## src/inc/ecp_port_map.svh

```systemverilog
// Offsets, field positions and reset values of the extended parallel port.
// Assumes offsets are relative to the port base, extended block at +0x400.
`ifndef ECP_PORT_MAP_SVH
`define ECP_PORT_MAP_SVH
`define ECP_OFF_DATA     11'h000
`define ECP_OFF_DSR      11'h001
`define ECP_OFF_DCR      11'h002
`define ECP_OFF_FIFO     11'h400
`define ECP_OFF_CFGB     11'h401
`define ECP_OFF_ECR      11'h402
`define ECP_CFGA_VAL     8'h10
`define ECP_CFGB_LOW_RST 3'h7
`define ECP_DCR_RST      6'h04
`define ECP_FIFO_DEPTH   5'h10
`define ECP_ECR_MASK     4
`define ECP_ECR_DMA_ENABLE_BIT    3
`define ECP_ECR_SVC      2
`define ECP_DCR_DIR      5
`define ECP_DCR_SELIN    3
`define ECP_DCR_NINIT    2
`define ECP_DCR_AFD      1
`define ECP_DCR_STB      0
`endif

```

## src/inc/ecp_pkg.sv

```systemverilog
// Types shared by the extended parallel port and its FIFO.
// Assumes ecp_port_map.svh supplies the numeric constants.
package ecp_pkg;
  typedef enum logic [2:0] {
    ECP_M_STD   = 3'h0,
    ECP_M_BIDIR = 3'h1,
    ECP_M_COMPAT_FIFO_PORT = 3'h2,
    ECP_M_ECP   = 3'h3,
    ECP_M_EPP   = 3'h4,
    ECP_M_RSVD  = 3'h5,
    ECP_M_TEST  = 3'h6,
    ECP_M_CFG   = 3'h7
  } ecp_mode_t;
  typedef enum logic [1:0] {
    ECP_LK_IDLE = 2'h0,
    ECP_LK_ACT  = 2'h1,
    ECP_LK_WAIT = 2'h3,
    ECP_LK_DONE = 2'h2
  } ecp_lnk_t;
  typedef struct packed {
    logic [10:0] addr;
    logic        wr;
    logic        rd;
    logic [7:0]  wdata;
  } ecp_req_t;
  typedef struct packed {
    logic [7:0] pd;
    logic       nAck;
    logic       busy;
    logic       pError;
    logic       select;
    logic       nFault;
  } ecp_line_t;
endpackage : ecp_pkg

```

## src/rtl/ecp_byte_fifo.sv

```systemverilog
// Shared 16-entry FIFO of tagged bytes (bit 8 = data/command tag).
// A push when full and a pop when empty are ignored.
`timescale 1ns/1ps
`include "ecp_port_map.svh"
module ecp_byte_fifo
  import ecp_pkg::*;
(
  input  wire logic       clk,
  input  wire logic       rst_b,
  input  wire logic       clear,
  input  wire logic       push,
  input  wire logic [8:0] pushData,
  input  wire logic       pop,
  output logic      [8:0] head,
  output logic      [4:0] count,
  output logic            full,
  output logic            empty
);
  logic [8:0] mem [16];
  logic [3:0] wrPtr_reg;
  logic [3:0] rdPtr_reg;
  logic [4:0] count_reg;
  logic       doPush;
  logic       doPop;

  assign full   = (count_reg == `ECP_FIFO_DEPTH);
  assign empty  = (count_reg == 5'h00);
  assign doPush = push && !full;
  assign doPop  = pop && !empty;
  assign head   = mem[rdPtr_reg];
  assign count  = count_reg;

  for (genvar i = 0; i < 16; i++) begin : g_ent
    always_ff @(posedge clk or negedge rst_b) begin
      if (!rst_b) begin
        mem[i] <= 9'h000;
      end else if (doPush && wrPtr_reg == 4'(i)) begin
        mem[i] <= pushData;
      end
    end
  end

  always_ff @(posedge clk or negedge rst_b) begin
    if (!rst_b) begin
      wrPtr_reg <= 4'h0;
      rdPtr_reg <= 4'h0;
      count_reg <= 5'h00;
    end else if (clear) begin
      wrPtr_reg <= 4'h0;
      rdPtr_reg <= 4'h0;
      count_reg <= 5'h00;
    end else begin
      if (doPush) wrPtr_reg <= wrPtr_reg + 4'h1;
      if (doPop) rdPtr_reg <= rdPtr_reg + 4'h1;
      if (doPush && !doPop) count_reg <= count_reg + 5'h01;
      else if (doPop && !doPush) count_reg <= count_reg - 5'h01;
    end
  end
endmodule : ecp_byte_fifo

```

## src/rtl/ecp_port_extended_control.sv

```systemverilog
// Extended control of a host parallel port: modes, shared FIFO, DMA and
// service events, capability registers and the cable handshake.
// Assumes a synchronous register strobe port and DMA acknowledge/TC pins.
// What this block does
// (RULE1) Test mode moves FIFO bytes, never strobes cable
// (RULE2) First capability register always reads 10H
// (RULE3) Second capability bit 7 reads zero
// (RULE4) Second capability bit 6 shows IRQ level
// (RULE5) Bits 5-3 report the assigned interrupt
// (RULE6) Mode field read/write; standard mode clears FIFO
// (RULE7) Mode 001: direction tri-states, data reads lines
// (RULE8) Mode 010 sends FIFO with compatible handshake
// (RULE9) Mode 011 sends tagged queue, packs reverse bytes
// (RULE10) Mode 100 EPP only when option present
// (RULE11) Capability registers visible only in mode 111
// (RULE12) Fault edge interrupts unless masked; unmask re-fires
// (RULE13) DMA enable clear means no DMA request
// (RULE14) Service bit masks DMA; software clears it
// (RULE15) Terminal count sets service bit under DMA
// (RULE16) Forward: free space at or over threshold sets service
// (RULE17) Reverse: fill at or over threshold sets service
// (RULE18) Full and empty flags read back live
// (RULE19) All FIFO ports share one queue
// (RULE20) Ack line tags data high, command low
// (RULE21) Reverse needs request and peripheral acknowledge
// (RULE22) Select-in output stays high in ECP mode
// (RULE23) Software can write any mode directly from any other mode
// (RULE24) FIFO held disabled after reset
// (RULE25) DMA request fills or drains the FIFO
// (RULE26) Reset gives standard mode, DMA disabled
`timescale 1ns/1ps
`include "ecp_port_map.svh"
module ecp_port_extended_control
  import ecp_pkg::*;
(
  input  wire logic       clk,
  input  wire logic       rst_b,
  input  wire ecp_req_t   busReq,
  input  wire logic       dmaAck,
  input  wire logic       dmaTc,
  input  wire ecp_line_t  lineIn,
  input  wire logic       irqLevel,
  input  wire logic [2:0] irqSelect,
  input  wire logic       eppOption,
  input  wire logic [4:0] writeThreshold,
  input  wire logic [4:0] readThreshold,
  output logic      [7:0] regRdata,
  output logic      [7:0] pdOut,
  output logic            pdOe,
  output logic            nStrobe,
  output logic            nAutoFd,
  output logic            nInit,
  output logic            nSelectIn,
  output logic            portDmaReq,
  output logic            faultIrq,
  output logic            serviceIrq,
  output logic            eppActive
);
  ecp_mode_t  mode_reg;
  ecp_lnk_t   lnk_reg;
  ecp_lnk_t   lnk_next;
  logic       faultMask_reg;
  logic       dma_enable_bit_reg;
  logic       svc_reg;
  logic       svc_next;
  logic [5:0] dcr_reg;
  logic [7:0] dataLatch_reg;
  logic [2:0] cfgbLow_reg;
  logic       nFaultPrev_reg;
  logic       lnkRev_reg;
  logic [8:0] lnkByte_reg;
  logic [7:0] regRdata_reg;
  logic [7:0] pdOut_reg;
  logic       pdOe_reg;
  logic       nStrobe_reg;
  logic       nAutoFd_reg;
  logic       nInit_reg;
  logic       nSelectIn_reg;
  logic       portDmaReq_reg;
  logic       faultIrq_reg;
  logic       serviceIrq_reg;
  logic       eppActive_reg;
  logic       wrData;
  logic       wrFifo;
  logic       wrCfgb;
  logic       wrEcr;
  logic       wrDcr;
  logic       rdFifo;
  logic       fifoMode;
  logic       dirRev;
  logic       hostPush;
  logic       hostPop;
  logic       dmaPush;
  logic       dmaPop;
  logic       lnkPush;
  logic       lnkPop;
  logic       lnkStart;
  logic       fwdGo;
  logic       revGo;
  logic       svcSet;
  logic       fifoClear;
  logic       fifoFull;
  logic       fifoEmpty;
  logic [8:0] fifoHead;
  logic [4:0] fifoCount;
  logic [4:0] fifoFree;
  logic [7:0] rdNext;

  assign regRdata   = regRdata_reg;
  assign pdOut      = pdOut_reg;
  assign pdOe       = pdOe_reg;
  assign nStrobe    = nStrobe_reg;
  assign nAutoFd    = nAutoFd_reg;
  assign nInit      = nInit_reg;
  assign nSelectIn  = nSelectIn_reg;
  assign portDmaReq = portDmaReq_reg;
  assign faultIrq   = faultIrq_reg;
  assign serviceIrq = serviceIrq_reg;
  assign eppActive  = eppActive_reg;

  assign wrData = busReq.wr && busReq.addr == `ECP_OFF_DATA;
  assign wrDcr  = busReq.wr && busReq.addr == `ECP_OFF_DCR;
  assign wrFifo = busReq.wr && busReq.addr == `ECP_OFF_FIFO;
  assign wrCfgb = busReq.wr && busReq.addr == `ECP_OFF_CFGB && mode_reg == ECP_M_CFG;
  assign wrEcr  = busReq.wr && busReq.addr == `ECP_OFF_ECR;
  assign rdFifo = busReq.rd && busReq.addr == `ECP_OFF_FIFO;

  assign fifoMode = mode_reg == ECP_M_COMPAT_FIFO_PORT || mode_reg == ECP_M_ECP || mode_reg == ECP_M_TEST;
  // Direction bit is ignored in modes 000 and 010, which only send
  assign dirRev = dcr_reg[`ECP_DCR_DIR] && mode_reg != ECP_M_STD
                  && mode_reg != ECP_M_COMPAT_FIFO_PORT; // see (RULE7) see (RULE8)
  assign fifoFree = `ECP_FIFO_DEPTH - fifoCount;

  // Host side of the shared queue; test mode works in either direction
  assign hostPush = (wrFifo && fifoMode && (!dirRev || mode_reg == ECP_M_TEST))
                  || (wrData && mode_reg == ECP_M_ECP && !dirRev); // see (RULE9) see (RULE19)
  assign hostPop  = rdFifo && (mode_reg == ECP_M_TEST
                  || (mode_reg == ECP_M_ECP && dirRev)); // see (RULE1)
  assign dmaPush  = dmaAck && dma_enable_bit_reg && fifoMode && !dirRev; // see (RULE25)
  assign dmaPop   = dmaAck && dma_enable_bit_reg && dirRev
                  && (mode_reg == ECP_M_ECP || mode_reg == ECP_M_TEST); // see (RULE25)
  assign fifoClear = mode_reg == ECP_M_STD || mode_reg == ECP_M_BIDIR; // see (RULE6) see (RULE24)

  ecp_byte_fifo u_fifo (
    .clk      (clk),
    .rst_b    (rst_b),
    .clear    (fifoClear),
    .push     (hostPush || dmaPush || lnkPush),
    .pushData (lnkPush ? {lineIn.busy, lineIn.pd} : {!wrData, busReq.wdata}),
    .pop      (hostPop || dmaPop || lnkPop),
    .head     (fifoHead),
    .count    (fifoCount),
    .full     (fifoFull),
    .empty    (fifoEmpty)
  );

  // Control registers; reset lands in standard mode with DMA off
  always_ff @(posedge clk or negedge rst_b) begin
    if (!rst_b) begin
      mode_reg      <= ECP_M_STD; // see (RULE26)
      faultMask_reg <= 1'b0;
      dma_enable_bit_reg     <= 1'b0; // see (RULE26)
      dcr_reg       <= `ECP_DCR_RST;
      dataLatch_reg <= 8'h00;
      cfgbLow_reg   <= `ECP_CFGB_LOW_RST;
    end else begin
      if (wrEcr) begin
        mode_reg      <= ecp_mode_t'(busReq.wdata[7:5]); // see (RULE6)
        faultMask_reg <= busReq.wdata[`ECP_ECR_MASK];
        dma_enable_bit_reg     <= busReq.wdata[`ECP_ECR_DMA_ENABLE_BIT];
      end
      if (wrDcr) dcr_reg <= busReq.wdata[5:0];
      if (wrData && (mode_reg == ECP_M_STD || mode_reg == ECP_M_BIDIR)) begin
        dataLatch_reg <= busReq.wdata;
      end
      if (wrCfgb) cfgbLow_reg <= busReq.wdata[2:0];
    end
  end

  // Service events; a hardware set wins over a same-cycle clear
  always_comb begin
    svcSet = 1'b0;
    if (fifoMode) begin
      if (dma_enable_bit_reg) svcSet = dmaAck && dmaTc; // see (RULE15)
      else if (!dirRev) svcSet = fifoFree >= writeThreshold; // see (RULE16)
      else svcSet = fifoCount >= readThreshold; // see (RULE17)
    end
    svc_next = svc_reg;
    if (wrEcr) svc_next = busReq.wdata[`ECP_ECR_SVC];
    if (svcSet) svc_next = 1'b1; // see (RULE14)
  end

  always_ff @(posedge clk or negedge rst_b) begin
    if (!rst_b) begin
      svc_reg        <= 1'b0;
      serviceIrq_reg <= 1'b0;
    end else begin
      svc_reg        <= svc_next;
      // Only a hardware set interrupts, so software writing one is silent
      serviceIrq_reg <= svcSet && !svc_reg; // see (RULE14)
    end
  end

  // DMA request; the service bit blocks it as well as the enable
  always_ff @(posedge clk or negedge rst_b) begin
    if (!rst_b) begin
      portDmaReq_reg <= 1'b0;
    end else begin
      portDmaReq_reg <= dma_enable_bit_reg && !svc_next && fifoMode
                        && (dirRev ? (!fifoEmpty && mode_reg != ECP_M_COMPAT_FIFO_PORT)
                                   : !fifoFull); // see (RULE13) see (RULE25)
    end
  end

  // Fault interrupt, meaningful only in ECP mode
  always_ff @(posedge clk or negedge rst_b) begin
    if (!rst_b) begin
      nFaultPrev_reg <= 1'b1;
      faultIrq_reg   <= 1'b0;
    end else begin
      nFaultPrev_reg <= lineIn.nFault;
      faultIrq_reg   <= mode_reg == ECP_M_ECP && !lineIn.nFault
                        && ((!faultMask_reg && nFaultPrev_reg)
                        || (wrEcr && faultMask_reg
                        && !busReq.wdata[`ECP_ECR_MASK])); // see (RULE12)
    end
  end

  // Read data; capability registers decode only in configuration mode
  always_comb begin
    rdNext = 8'h00;
    case (busReq.addr)
      `ECP_OFF_DATA: rdNext = (mode_reg == ECP_M_BIDIR) ? lineIn.pd
                                                        : dataLatch_reg; // see (RULE7)
      `ECP_OFF_DSR:  rdNext = {!lineIn.busy, lineIn.nAck, lineIn.pError,
                               lineIn.select, lineIn.nFault, 3'h7};
      `ECP_OFF_DCR:  rdNext = {2'h3, dcr_reg};
      `ECP_OFF_FIFO: begin
        if (mode_reg == ECP_M_CFG) rdNext = `ECP_CFGA_VAL; // see (RULE2) see (RULE11)
        else if (hostPop) rdNext = fifoHead[7:0];
      end
      `ECP_OFF_CFGB: begin
        if (mode_reg == ECP_M_CFG) begin
          rdNext = {1'b0, irqLevel, irqSelect, cfgbLow_reg}; // see (RULE3) see (RULE4) see (RULE5)
        end
      end
      `ECP_OFF_ECR:  rdNext = {mode_reg, faultMask_reg, dma_enable_bit_reg, svc_reg,
                               fifoFull, fifoEmpty}; // see (RULE18)
      default:       rdNext = 8'h00;
    endcase
  end

  always_ff @(posedge clk or negedge rst_b) begin
    if (!rst_b) begin
      regRdata_reg <= 8'h00;
    end else if (dmaPop) begin
      regRdata_reg <= fifoHead[7:0];
    end else if (busReq.rd) begin
      regRdata_reg <= rdNext;
    end
  end

  // Cable handshake engine for modes 010 and 011
  assign fwdGo = (mode_reg == ECP_M_COMPAT_FIFO_PORT || mode_reg == ECP_M_ECP)
                 && !dirRev && !fifoEmpty; // see (RULE8) see (RULE9)
  // Reverse waits for the peripheral to acknowledge the request
  assign revGo = mode_reg == ECP_M_ECP && dirRev && !lineIn.pError
                 && !fifoFull; // see (RULE21)

  always_comb begin
    lnk_next = lnk_reg;
    lnkPop   = 1'b0;
    lnkPush  = 1'b0;
    lnkStart = 1'b0;
    case (lnk_reg)
      ECP_LK_IDLE: begin
        if (fwdGo && !dmaPop && !hostPop) begin
          lnkPop   = 1'b1;
          lnkStart = 1'b1;
          lnk_next = ECP_LK_ACT;
        end else if (revGo) begin
          lnkStart = 1'b1;
          lnk_next = ECP_LK_ACT;
        end
      end
      ECP_LK_ACT: begin
        if (!fifoMode || mode_reg == ECP_M_TEST) begin
          lnk_next = ECP_LK_IDLE;
        end else if (!lnkRev_reg && lineIn.busy) begin
          lnk_next = ECP_LK_WAIT;
        end else if (lnkRev_reg && !lineIn.nAck) begin
          lnkPush  = 1'b1; // see (RULE9) see (RULE20)
          lnk_next = ECP_LK_WAIT;
        end
      end
      ECP_LK_WAIT: begin
        if (!fifoMode) lnk_next = ECP_LK_IDLE;
        else if (lnkRev_reg ? lineIn.nAck : !lineIn.busy) lnk_next = ECP_LK_DONE;
      end
      ECP_LK_DONE: lnk_next = ECP_LK_IDLE;
      default:     lnk_next = ECP_LK_IDLE;
    endcase
  end

  always_ff @(posedge clk or negedge rst_b) begin
    if (!rst_b) begin
      lnk_reg     <= ECP_LK_IDLE;
      lnkRev_reg  <= 1'b0;
      lnkByte_reg <= 9'h100;
    end else begin
      lnk_reg <= lnk_next;
      if (lnkStart) lnkRev_reg <= !fwdGo;
      if (lnkPop) lnkByte_reg <= fifoHead;
    end
  end

  // Cable outputs; test mode never strobes, only shows the FIFO head
  always_ff @(posedge clk or negedge rst_b) begin
    if (!rst_b) begin
      pdOut_reg     <= 8'h00;
      pdOe_reg      <= 1'b1;
      nStrobe_reg   <= 1'b1;
      nAutoFd_reg   <= 1'b1;
      nInit_reg     <= 1'b1;
      nSelectIn_reg <= 1'b1;
      eppActive_reg <= 1'b0;
    end else begin
      case (mode_reg)
        ECP_M_STD, ECP_M_BIDIR: pdOut_reg <= dataLatch_reg;
        ECP_M_TEST:             pdOut_reg <= fifoHead[7:0]; // see (RULE1)
        default:                pdOut_reg <= lnkByte_reg[7:0];
      endcase
      pdOe_reg <= !dirRev && (mode_reg != ECP_M_ECP || lineIn.pError); // see (RULE7) see (RULE21)
      if (mode_reg == ECP_M_STD || mode_reg == ECP_M_BIDIR) begin
        nStrobe_reg <= !dcr_reg[`ECP_DCR_STB];
      end else begin
        nStrobe_reg <= !(lnk_reg == ECP_LK_ACT && !lnkRev_reg); // see (RULE1) see (RULE8)
      end
      if (mode_reg == ECP_M_ECP) begin
        // HostAck high for data, low for a command byte
        nAutoFd_reg <= lnkRev_reg ? (lnk_reg != ECP_LK_ACT)
                                  : (lnk_reg == ECP_LK_IDLE || lnkByte_reg[8]); // see (RULE20)
      end else begin
        nAutoFd_reg <= !dcr_reg[`ECP_DCR_AFD];
      end
      nInit_reg     <= dcr_reg[`ECP_DCR_NINIT]; // see (RULE21)
      nSelectIn_reg <= (mode_reg == ECP_M_ECP) || !dcr_reg[`ECP_DCR_SELIN]; // see (RULE22)
      eppActive_reg <= mode_reg == ECP_M_EPP && eppOption; // see (RULE10)
    end
  end

  a_cfga_value: assert property (@(posedge clk) disable iff (!rst_b)
    rdFifo && mode_reg == ECP_M_CFG |=> regRdata == 8'h10) // see (RULE2)
    else $error("capability A read wrong");
  a_cfgb_top: assert property (@(posedge clk) disable iff (!rst_b)
    busReq.rd && busReq.addr == `ECP_OFF_CFGB && mode_reg == ECP_M_CFG
    |=> !regRdata[7] && regRdata[6] == $past(irqLevel)) // see (RULE3)
    else $error("capability B top bits wrong");
  a_std_clear: assert property (@(posedge clk) disable iff (!rst_b)
    mode_reg == ECP_M_STD |=> fifoEmpty) // see (RULE6)
    else $error("FIFO not empty in standard mode");
  a_dma_off: assert property (@(posedge clk) disable iff (!rst_b)
    !dma_enable_bit_reg ##1 !dma_enable_bit_reg |-> !portDmaReq) // see (RULE13)
    else $error("DMA request while disabled");
  a_svc_block: assert property (@(posedge clk) disable iff (!rst_b)
    svc_reg && !wrEcr |=> !portDmaReq) // see (RULE14)
    else $error("DMA request while service bit set");
  a_tc_sets: assert property (@(posedge clk) disable iff (!rst_b)
    dma_enable_bit_reg && fifoMode && dmaAck && dmaTc |=> svc_reg) // see (RULE15)
    else $error("terminal count missed");
  a_ecp_selin: assert property (@(posedge clk) disable iff (!rst_b)
    mode_reg == ECP_M_ECP |=> nSelectIn) // see (RULE22)
    else $error("select-in asserted in ECP mode");
  a_test_quiet: assert property (@(posedge clk) disable iff (!rst_b)
    mode_reg == ECP_M_TEST [*2] |=> nStrobe) // see (RULE1)
    else $error("strobe in test mode");
  a_full_flag: assert property (@(posedge clk) disable iff (!rst_b)
    busReq.rd && busReq.addr == `ECP_OFF_ECR && !dmaPop
    |=> regRdata[1:0] == {$past(fifoFull), $past(fifoEmpty)}) // see (RULE18)
    else $error("full or empty flag misread");
  a_fault_mask: assert property (@(posedge clk) disable iff (!rst_b)
    faultMask_reg && !wrEcr |=> !faultIrq) // see (RULE12)
    else $error("fault interrupt while masked");
endmodule : ecp_port_extended_control

```

## config.mk

```make
export PLATFORM = sky130hd
export DESIGN_NAME = ecp_port_extended_control
export DESIGN_NICKNAME = d
export VERILOG_FILES = /design/src/inc/ecp_pkg.sv /design/src/rtl/ecp_byte_fifo.sv /design/src/rtl/ecp_port_extended_control.sv
export VERILOG_INCLUDE_DIRS = /design/src /design/src/inc
export SDC_FILE = /design/constraint.sdc
export NUM_CORES = 1
export LEC_CHECK = 0
export BUFFER_PORTS_ARGS = -buffer_cell sky130_fd_sc_hd__clkbuf_2
export CAP_MARGIN = 30
export CORE_UTILIZATION = 50
export DETAILED_ROUTE_END_ITERATION = 16
export PLACE_DENSITY = 0.68
export SLEW_MARGIN = 20
export SYNTH_ARGS = -nofsm -noshare
export SYNTH_HDL_FRONTEND = slang
export SYNTH_SLANG_ARGS = --single-unit
```

## constraint.sdc

```tcl
create_clock -name clk -period 8.98 [get_ports clk]
set_input_delay 0.449 -clock clk [delete_from_list [all_inputs] [get_ports clk]]
set_output_delay 0.449 -clock clk [all_outputs]
set_load 0.05 [all_outputs]
```

# Word-level counts from Yosys, hierarchy flattened
# Index checks and enable logic that the tools add are counted.
[classes]
n_mux = 46
n_lt_le_gt_ge = 3
bitwise = 1
addsub = 5
reduce_logical = 114
n_eq_ne = 36
[op_table]
columns = ["op", "n"]
rows = [
  ["1-bit logical AND", 63],
  ["8-bit one-hot mux with 6 select lines", 1],
  ["8-bit 2-to-1 mux", 5],
  ["9-bit binary-select mux with 4-bit select", 1],
  ["11-bit equality test (second input constant)", 3],
  ["4-bit equality test (second input constant)", 8],
  ["9-bit 2-to-1 mux", 3],
  ["1-bit logical NOT", 23],
  ["1-bit 2-to-1 mux", 19],
  ["4-bit by 3-bit equality test with 1-bit output (second input constant)", 4],
  ["1-bit logical OR", 16],
  ["4-bit 2-to-1 mux", 4],
  ["8-bit one-hot mux with 2 select lines", 1],
  ["5-bit 2-to-1 mux", 3],
  ["2-bit 2-to-1 mux", 7],
  ["11-bit by 1-bit equality test with 1-bit output (second input constant)", 1],
  ["11-bit by 2-bit equality test with 1-bit output (second input constant)", 1],
  ["11-bit logical NOT", 1],
  ["5-bit greater-or-equal comparator", 2],
  ["3-bit equality test (second input constant)", 3],
  ["4-bit by 1-bit adder with 4-bit output (second input constant)", 2],
  ["4-bit by 2-bit equality test with 1-bit output (second input constant)", 2],
  ["2-bit one-hot mux with 4 select lines", 1],
  ["7-bit 2-to-1 mux", 1],
  ["other kinds (23)", 30],
]
[totals]
input_bits = 53
out_inout_bits = 25
ff_bits = 218

# Longest topological paths before layout
[depth]
ltp_word = 16
depth_mapped = 14

# Cells and area by module
# A second synthesis with hierarchy kept.
[unflattened]
cells_unflattened = 860
area_unflattened_um2 = 11141.9
[by_module_without_submodules]
columns = ["module", "cells_per_inst", "n_inst", "area_each_um2"]
rows = [
  ["ecp_byte_fifo", 519, 1, 7564.8],
  ["ecp_port_extended_control", 341, 1, 3577.2],
]

# Worst setup path before layout
# No wires, ideal clock.
[synth_path]
path_type = "in2reg"
start = "input port busReq[13] (netlist name)"
end = "register u_fifo.count_reg[4], in the netlist u_fifo.count[4]"
setup_time_ns = 0.127
required_ns = 8.853
slack_ns = 5.398
path_stages = 12
n_path_buf = 1
t_arrival_ns = 3.455
cell_sequence = "or4_1 buf_2 or2_4 o31a_4 a21oi_4 o21ai_0 fa_1 a21o_1 a21oi_1 and3_1 mux2i_1 mux2i_1"
[synth_via]
elab_chain_cells = 13
elab_cells_between_ends = 28
[synth_rtl]
columns = ["item", "line_no", "rtl"]
rows = [
  ["start, declared", "ecp_port_extended_control.sv:38", "input wire ecp_req_t busReq,"],
  ["11-bit equality test", "--", ""],
  ["1-bit logical AND (no line)", "--", ""],
  ["1-bit logical AND", "ecp_port_extended_control.sv:137", "assign hostPop = rdFifo && (mode_reg == ECP_M_TEST"],
  ["1-bit logical NOT", "ecp_port_extended_control.sv:277", "if (fwdGo && !dmaPop && !hostPop) begin"],
  ["1-bit logical AND", "ecp_port_extended_control.sv:277", ""],
  ["1-bit 2-to-1 mux", "ecp_port_extended_control.sv:277", ""],
  ["1-bit 2-to-1 mux", "ecp_port_extended_control.sv:275", "case (lnk_reg)"],
  ["1-bit logical OR", "ecp_port_extended_control.sv:150", ".pop (hostPop || dmaPop || lnkPop),"],
  ["1-bit logical AND", "ecp_byte_fifo.sv:29", "assign doPop = pop && !empty;"],
  ["1-bit logical NOT", "ecp_byte_fifo.sv:55", "if (doPush && !doPop) count_reg <= count_reg + 5'h01;"],
  ["1-bit logical AND", "ecp_byte_fifo.sv:55", ""],
  ["5-bit 2-to-1 mux", "ecp_byte_fifo.sv:55", ""],
  ["5-bit 2-to-1 mux", "ecp_byte_fifo.sv:48", "end else if (clear) begin"],
  ["end signal, assigned", "ecp_byte_fifo.sv:55", ""],
  ["end signal, assigned", "ecp_byte_fifo.sv:56", "else if (doPop && !doPush) count_reg <= count_reg - 5'h01;"],
  ["end, declared", "ecp_byte_fifo.sv:22", "logic [4:0] count_reg;"],
]
# Several ways; a longest one is shown, not always the timed one.
# A chain may end at the register's enable or synchronous reset.

# Final worst setup path
[layout_path]
start = "register u_fifo.count_reg[0], in the netlist u_fifo.count[0]"
end = "register u_fifo.count_reg[4], in the netlist u_fifo.count[4]"
[layout_via]
elab_chain_cells = 13
elab_cells_between_ends = 22
[layout_rtl]
columns = ["item", "line_no", "rtl"]
rows = [
  ["5-bit logical NOT", "ecp_byte_fifo.sv:27", "assign empty = (count_reg == 5'h00);"],
  ["1-bit logical NOT", "ecp_byte_fifo.sv:29, ecp_port_extended_control.sv:265", ""],
  ["1-bit logical AND", "ecp_port_extended_control.sv:265", "&& !dirRev && !fifoEmpty;"],
  ["1-bit logical AND (2 in series)", "ecp_port_extended_control.sv:277", ""],
  ["1-bit 2-to-1 mux", "ecp_port_extended_control.sv:277", ""],
  ["1-bit 2-to-1 mux", "ecp_port_extended_control.sv:275", ""],
  ["1-bit logical OR", "ecp_port_extended_control.sv:150", ""],
  ["1-bit logical AND", "ecp_byte_fifo.sv:29", ""],
  ["1-bit logical NOT", "ecp_byte_fifo.sv:55", ""],
  ["1-bit logical AND", "ecp_byte_fifo.sv:55", ""],
  ["5-bit 2-to-1 mux", "ecp_byte_fifo.sv:55", ""],
  ["5-bit 2-to-1 mux", "ecp_byte_fifo.sv:48", ""],
]
# Several ways; a longest one is shown, not always the timed one. The select of a mux whose other input is x is not followed.

==> impl_metrics.json <==
{
  "status": "complete, no violations",
  "clock_tree_from_tritoncts": "yes",
  "synth.ff_latch_count": 218,
  "core.rowCount": 53,
  "vias_in_the_first_global_route": 7470,
  "critical_path_arrival_ns": 4.54,
  "met3_wirelength_um": 1290,
  "ys_async_sr_fraction_pct": 100,
  "postRouteAntennaNets": 0,
  "final_cell_area_um2": 12500,
  "crit_chain": "inv_1, ha_1, nor3b_1, ha_1, a21oi_1, and3_1, a311oi_1, o21ai_0, fa_1, a21o_1, a21oi_1, and3_1, mux2i_1, mux2i_1",
  "worst_margin_slew_ns": 0.899,
  "critical_path_peak_fanout": 12,
  "finalWeightedCongestion": 0.927,
  "worstSetupStartpointType": "register",
  "min-delay-path-class": "input pin to register",
  "dp_hpwl_um": 18000,
  "largest_buffer_count_on_any_clock_path": 3,
  "chipHeight_um": 150,
  "static_leakage_nw": 5.97,
  "overflow": 0,
  "timing_max_transition_violations_final": 0,
  "synth.yosys.warnings": 0,
  "mostFrequentLayoutCell": "dfrtp_1",
  "finish.cell_count_without_fillers": 1227,
  "clk_root_buffer_cell": "clkbuf_16",
  "wirelength_um": 26100,
  "worstPathRequired_ns": 9.36,
  "cts_repair_resize_count": 0,
  "fin_crit_sh_pct": 46.3,
  "antenna_found_initial": 0,
  "total_switching_power_mw": 0.441,
  "power.switching_fraction_pct": 21.0,
  "max-cap-violations": 0,
  "synthToLayoutAreaGrowth_pct": 14.3,
  "vdd.ir_drop.worst_mv": 0.150,
  "pnr_total_power_mw": 2.10,
  "routedLengthMet1_um": 12400,
  "drt_first_iter_violations": 347,
  "critPathSlowestCell": "a311oi_1",
  "final-setup-viol-count": 0,
  "placement.setup.worst_slack_ns": 4.83,
  "cts_buffers": 24,
  "syn_nets": 942,
  "holdWs_ns": 0.0645,
  "r2r_slack_ns": 4.82,
  "largest_reg_flops": 144,
  "core_area_um2": 21200,
  "grt_start_max_net_pins": 78,
  "drc": 0,
  "highest_clock_rate_mhz": 240,
  "synth-edff-count": 0,
  "pwr-share-seq_pct": 47.0,
  "port-buffer-count": 77,
  "clock_power_share_pct": 49.6,
  "syn-instance-count": 866,
  "final.setup.worst_slack_ns": 4.82,
  "synth_cell_types": 63,
  "met2WireLength_um": 11700,
  "grtUsageTotal_pct": 24.5,
  "placed_cells_incl_taps": 1179,
  "power-per-cell-area_nw_per_um2": 168,
  "max-slew-margin-rel_pct": 39.6,
  "syn_area_per_cell_um2": 12.6,
  "rsz_0062_raised_after_global_routing": "no",
  "period_needed_ns": 4.16,
  "numClockSinks": 218,
  "netlist_area_um2": 10900,
  "dieArea_um2": 22500,
  "critical_path.max_stage_delay_ns": 0.56,
  "grt_pass1_wl_um": 42400,
  "route.detailed.vias_per_inst": 5.96,
  "pwr-share-comb_pct": 3.4,
  "commonest_cells_after_routing_fill_and_taps_aside": "206 x dfrtp_1, 176 x mux2_2, 76 x clkbuf_2",
  "end_kind": "register",
  "reg2regPathDepth": 14,
  "internal_power_mw": 1.66,
  "synth.yosys.seq_area_share_pct": 50.0,
  "highest-signal-layer": "met4",
  "synth_flop_cell": "dfrtp_1",
  "fp.dieW_um": 150,
  "ctsHoldBuffers": 1,
  "cts.htree.levels": 1,
  "post_drt_wl_per_cell_um": 21.3,
  "worstSetupPathType": "register to register",
  "insertion_delay_ns": 0.51,
  "post_cts_buffers": 0,
  "timing.hold.worst_path_depth": 1,
  "clk_pin_slew_ns": 0.06,
  "drive_gt1_share_pct": 37.0,
  "fin_tns_setup_ns": 0,
  "final_util_pct": 59.0,
  "antenna-diode-count": 0,
  "timing.final.hold_violations": 0,
  "routed-via-count": 7307,
  "placed_area_um2": 11600,
  "fin_nets": 1010,
  "initial_core_util_pct": 51.6,
  "worst_clock_skew_ns": 0.0117,
  "floorplan.io_pins": 78,
  "dr.pass1.iters": 4
}
synth_stat cells, drive strengths merged, types with 2 or more instances:
| cell | instances | area share, % |
|---|---|---|
| clkbuf | 37 | 1.3 |
| nor3b | 2 | 0.14 |
| nor4 | 2 | 0.11 |
| nor3 | 8 | 0.37 |
| o21ai | 47 | 2.2 |
| a221oi | 18 | 1.4 |
| nand4 | 3 | 0.17 |
| dfstp | 11 | 2.6 |
| nand3b | 2 | 0.14 |
| buf | 12 | 0.43 |
| nor2b | 9 | 0.51 |
| ha | 22 | 2.5 |
| o31a | 2 | 0.24 |
| a21o | 3 | 0.21 |
| mux2 | 190 | 20 |
| a22oi | 16 | 1.1 |
| nand4b | 2 | 0.16 |
| xnor2 | 9 | 0.72 |
| mux4 | 19 | 3.9 |
| or4 | 2 | 0.14 |
| nand3 | 13 | 0.78 |
| mux2i | 59 | 5.4 |
| inv | 20 | 0.69 |
| and3 | 5 | 0.29 |
| nand2b | 6 | 0.34 |
| a221o | 2 | 0.18 |
| nand2 | 48 | 1.7 |
| dfrtp | 207 | 47 |
| o22ai | 8 | 0.46 |
| nor2 | 31 | 1.1 |
| and2 | 4 | 0.23 |
| a211oi | 2 | 0.14 |
| xor2 | 3 | 0.41 |
| a21oi | 22 | 1.3 |
critical path, delay by kind of cell, from the launching register on:
family / cells / cell delay, ns
AO/OA/AOI/OAI: 5 / 1.39
adder cells (fa/ha/maj): 3 / 1.05
buffers and inverters: 1 / 0.13
flip-flops: 1 / 0.44
multiplexers: 2 / 0.20
AND/OR/NAND/NOR: 3 / 0.83
final cells by class:
type                       count  area [µm²]
clock buffer                  36         737
fill                        1748        8710
timing repair buffer          91         556
sequential                   218        5470
tap                          275         344
multi-input combinational    578        5210
clock inverter                 8         115
inverter                      21        78.8
path summary, 6_finish.rpt:
kind | from | endpoint
worst min register to register | dcr_reg[2] | nInit
min in group asynchronous | rst_b | serviceIrq
max in group asynchronous | rst_b | lnkByte_reg[2]
worst min-delay path | lineIn[0] | nFaultPrev_reg
worst max register to register | u_fifo.count[0] | u_fifo.count[4]
worst max-delay path | u_fifo.count[0] | u_fifo.count[4]
cell families (layout without fill, tap and decap cells):
family | count (synthesis) | after routing | synth area share, %
muxes | 268 | 268 | 28.9
DFF | 218 | 218 | 50.0
and+or+nand+nor | 143 | 143 | 6.69
AOI/OAI and AO/OA | 132 | 132 | 8.20
buffers and inverters | 70 | 156 | 2.42
adders and majority gates | 23 | 23 | 2.70
xor gates and xnor gates | 12 | 12 | 1.13
power by group through the flow:
stage                     Combinational, mW  Clock (mW)  Sequential (mW)
after floorplan                      0.0229           0             1.01
after global placement               0.0688           0             1.00
after detailed placement             0.0686           0             1.00
after CTS                            0.0694        1.06            0.986
after global routing                 0.0804        1.10            0.986
final                                0.0715        1.04            0.987
routing by layer:
metal	track usage (%)	vias to the layer above
li1	-	3339
met1	36.0	3694
met2	37.4	218
met3	3.32	56
met4	7.98	0
met5	0	-
No activity file was read; power rests on OpenSTA's default activity.
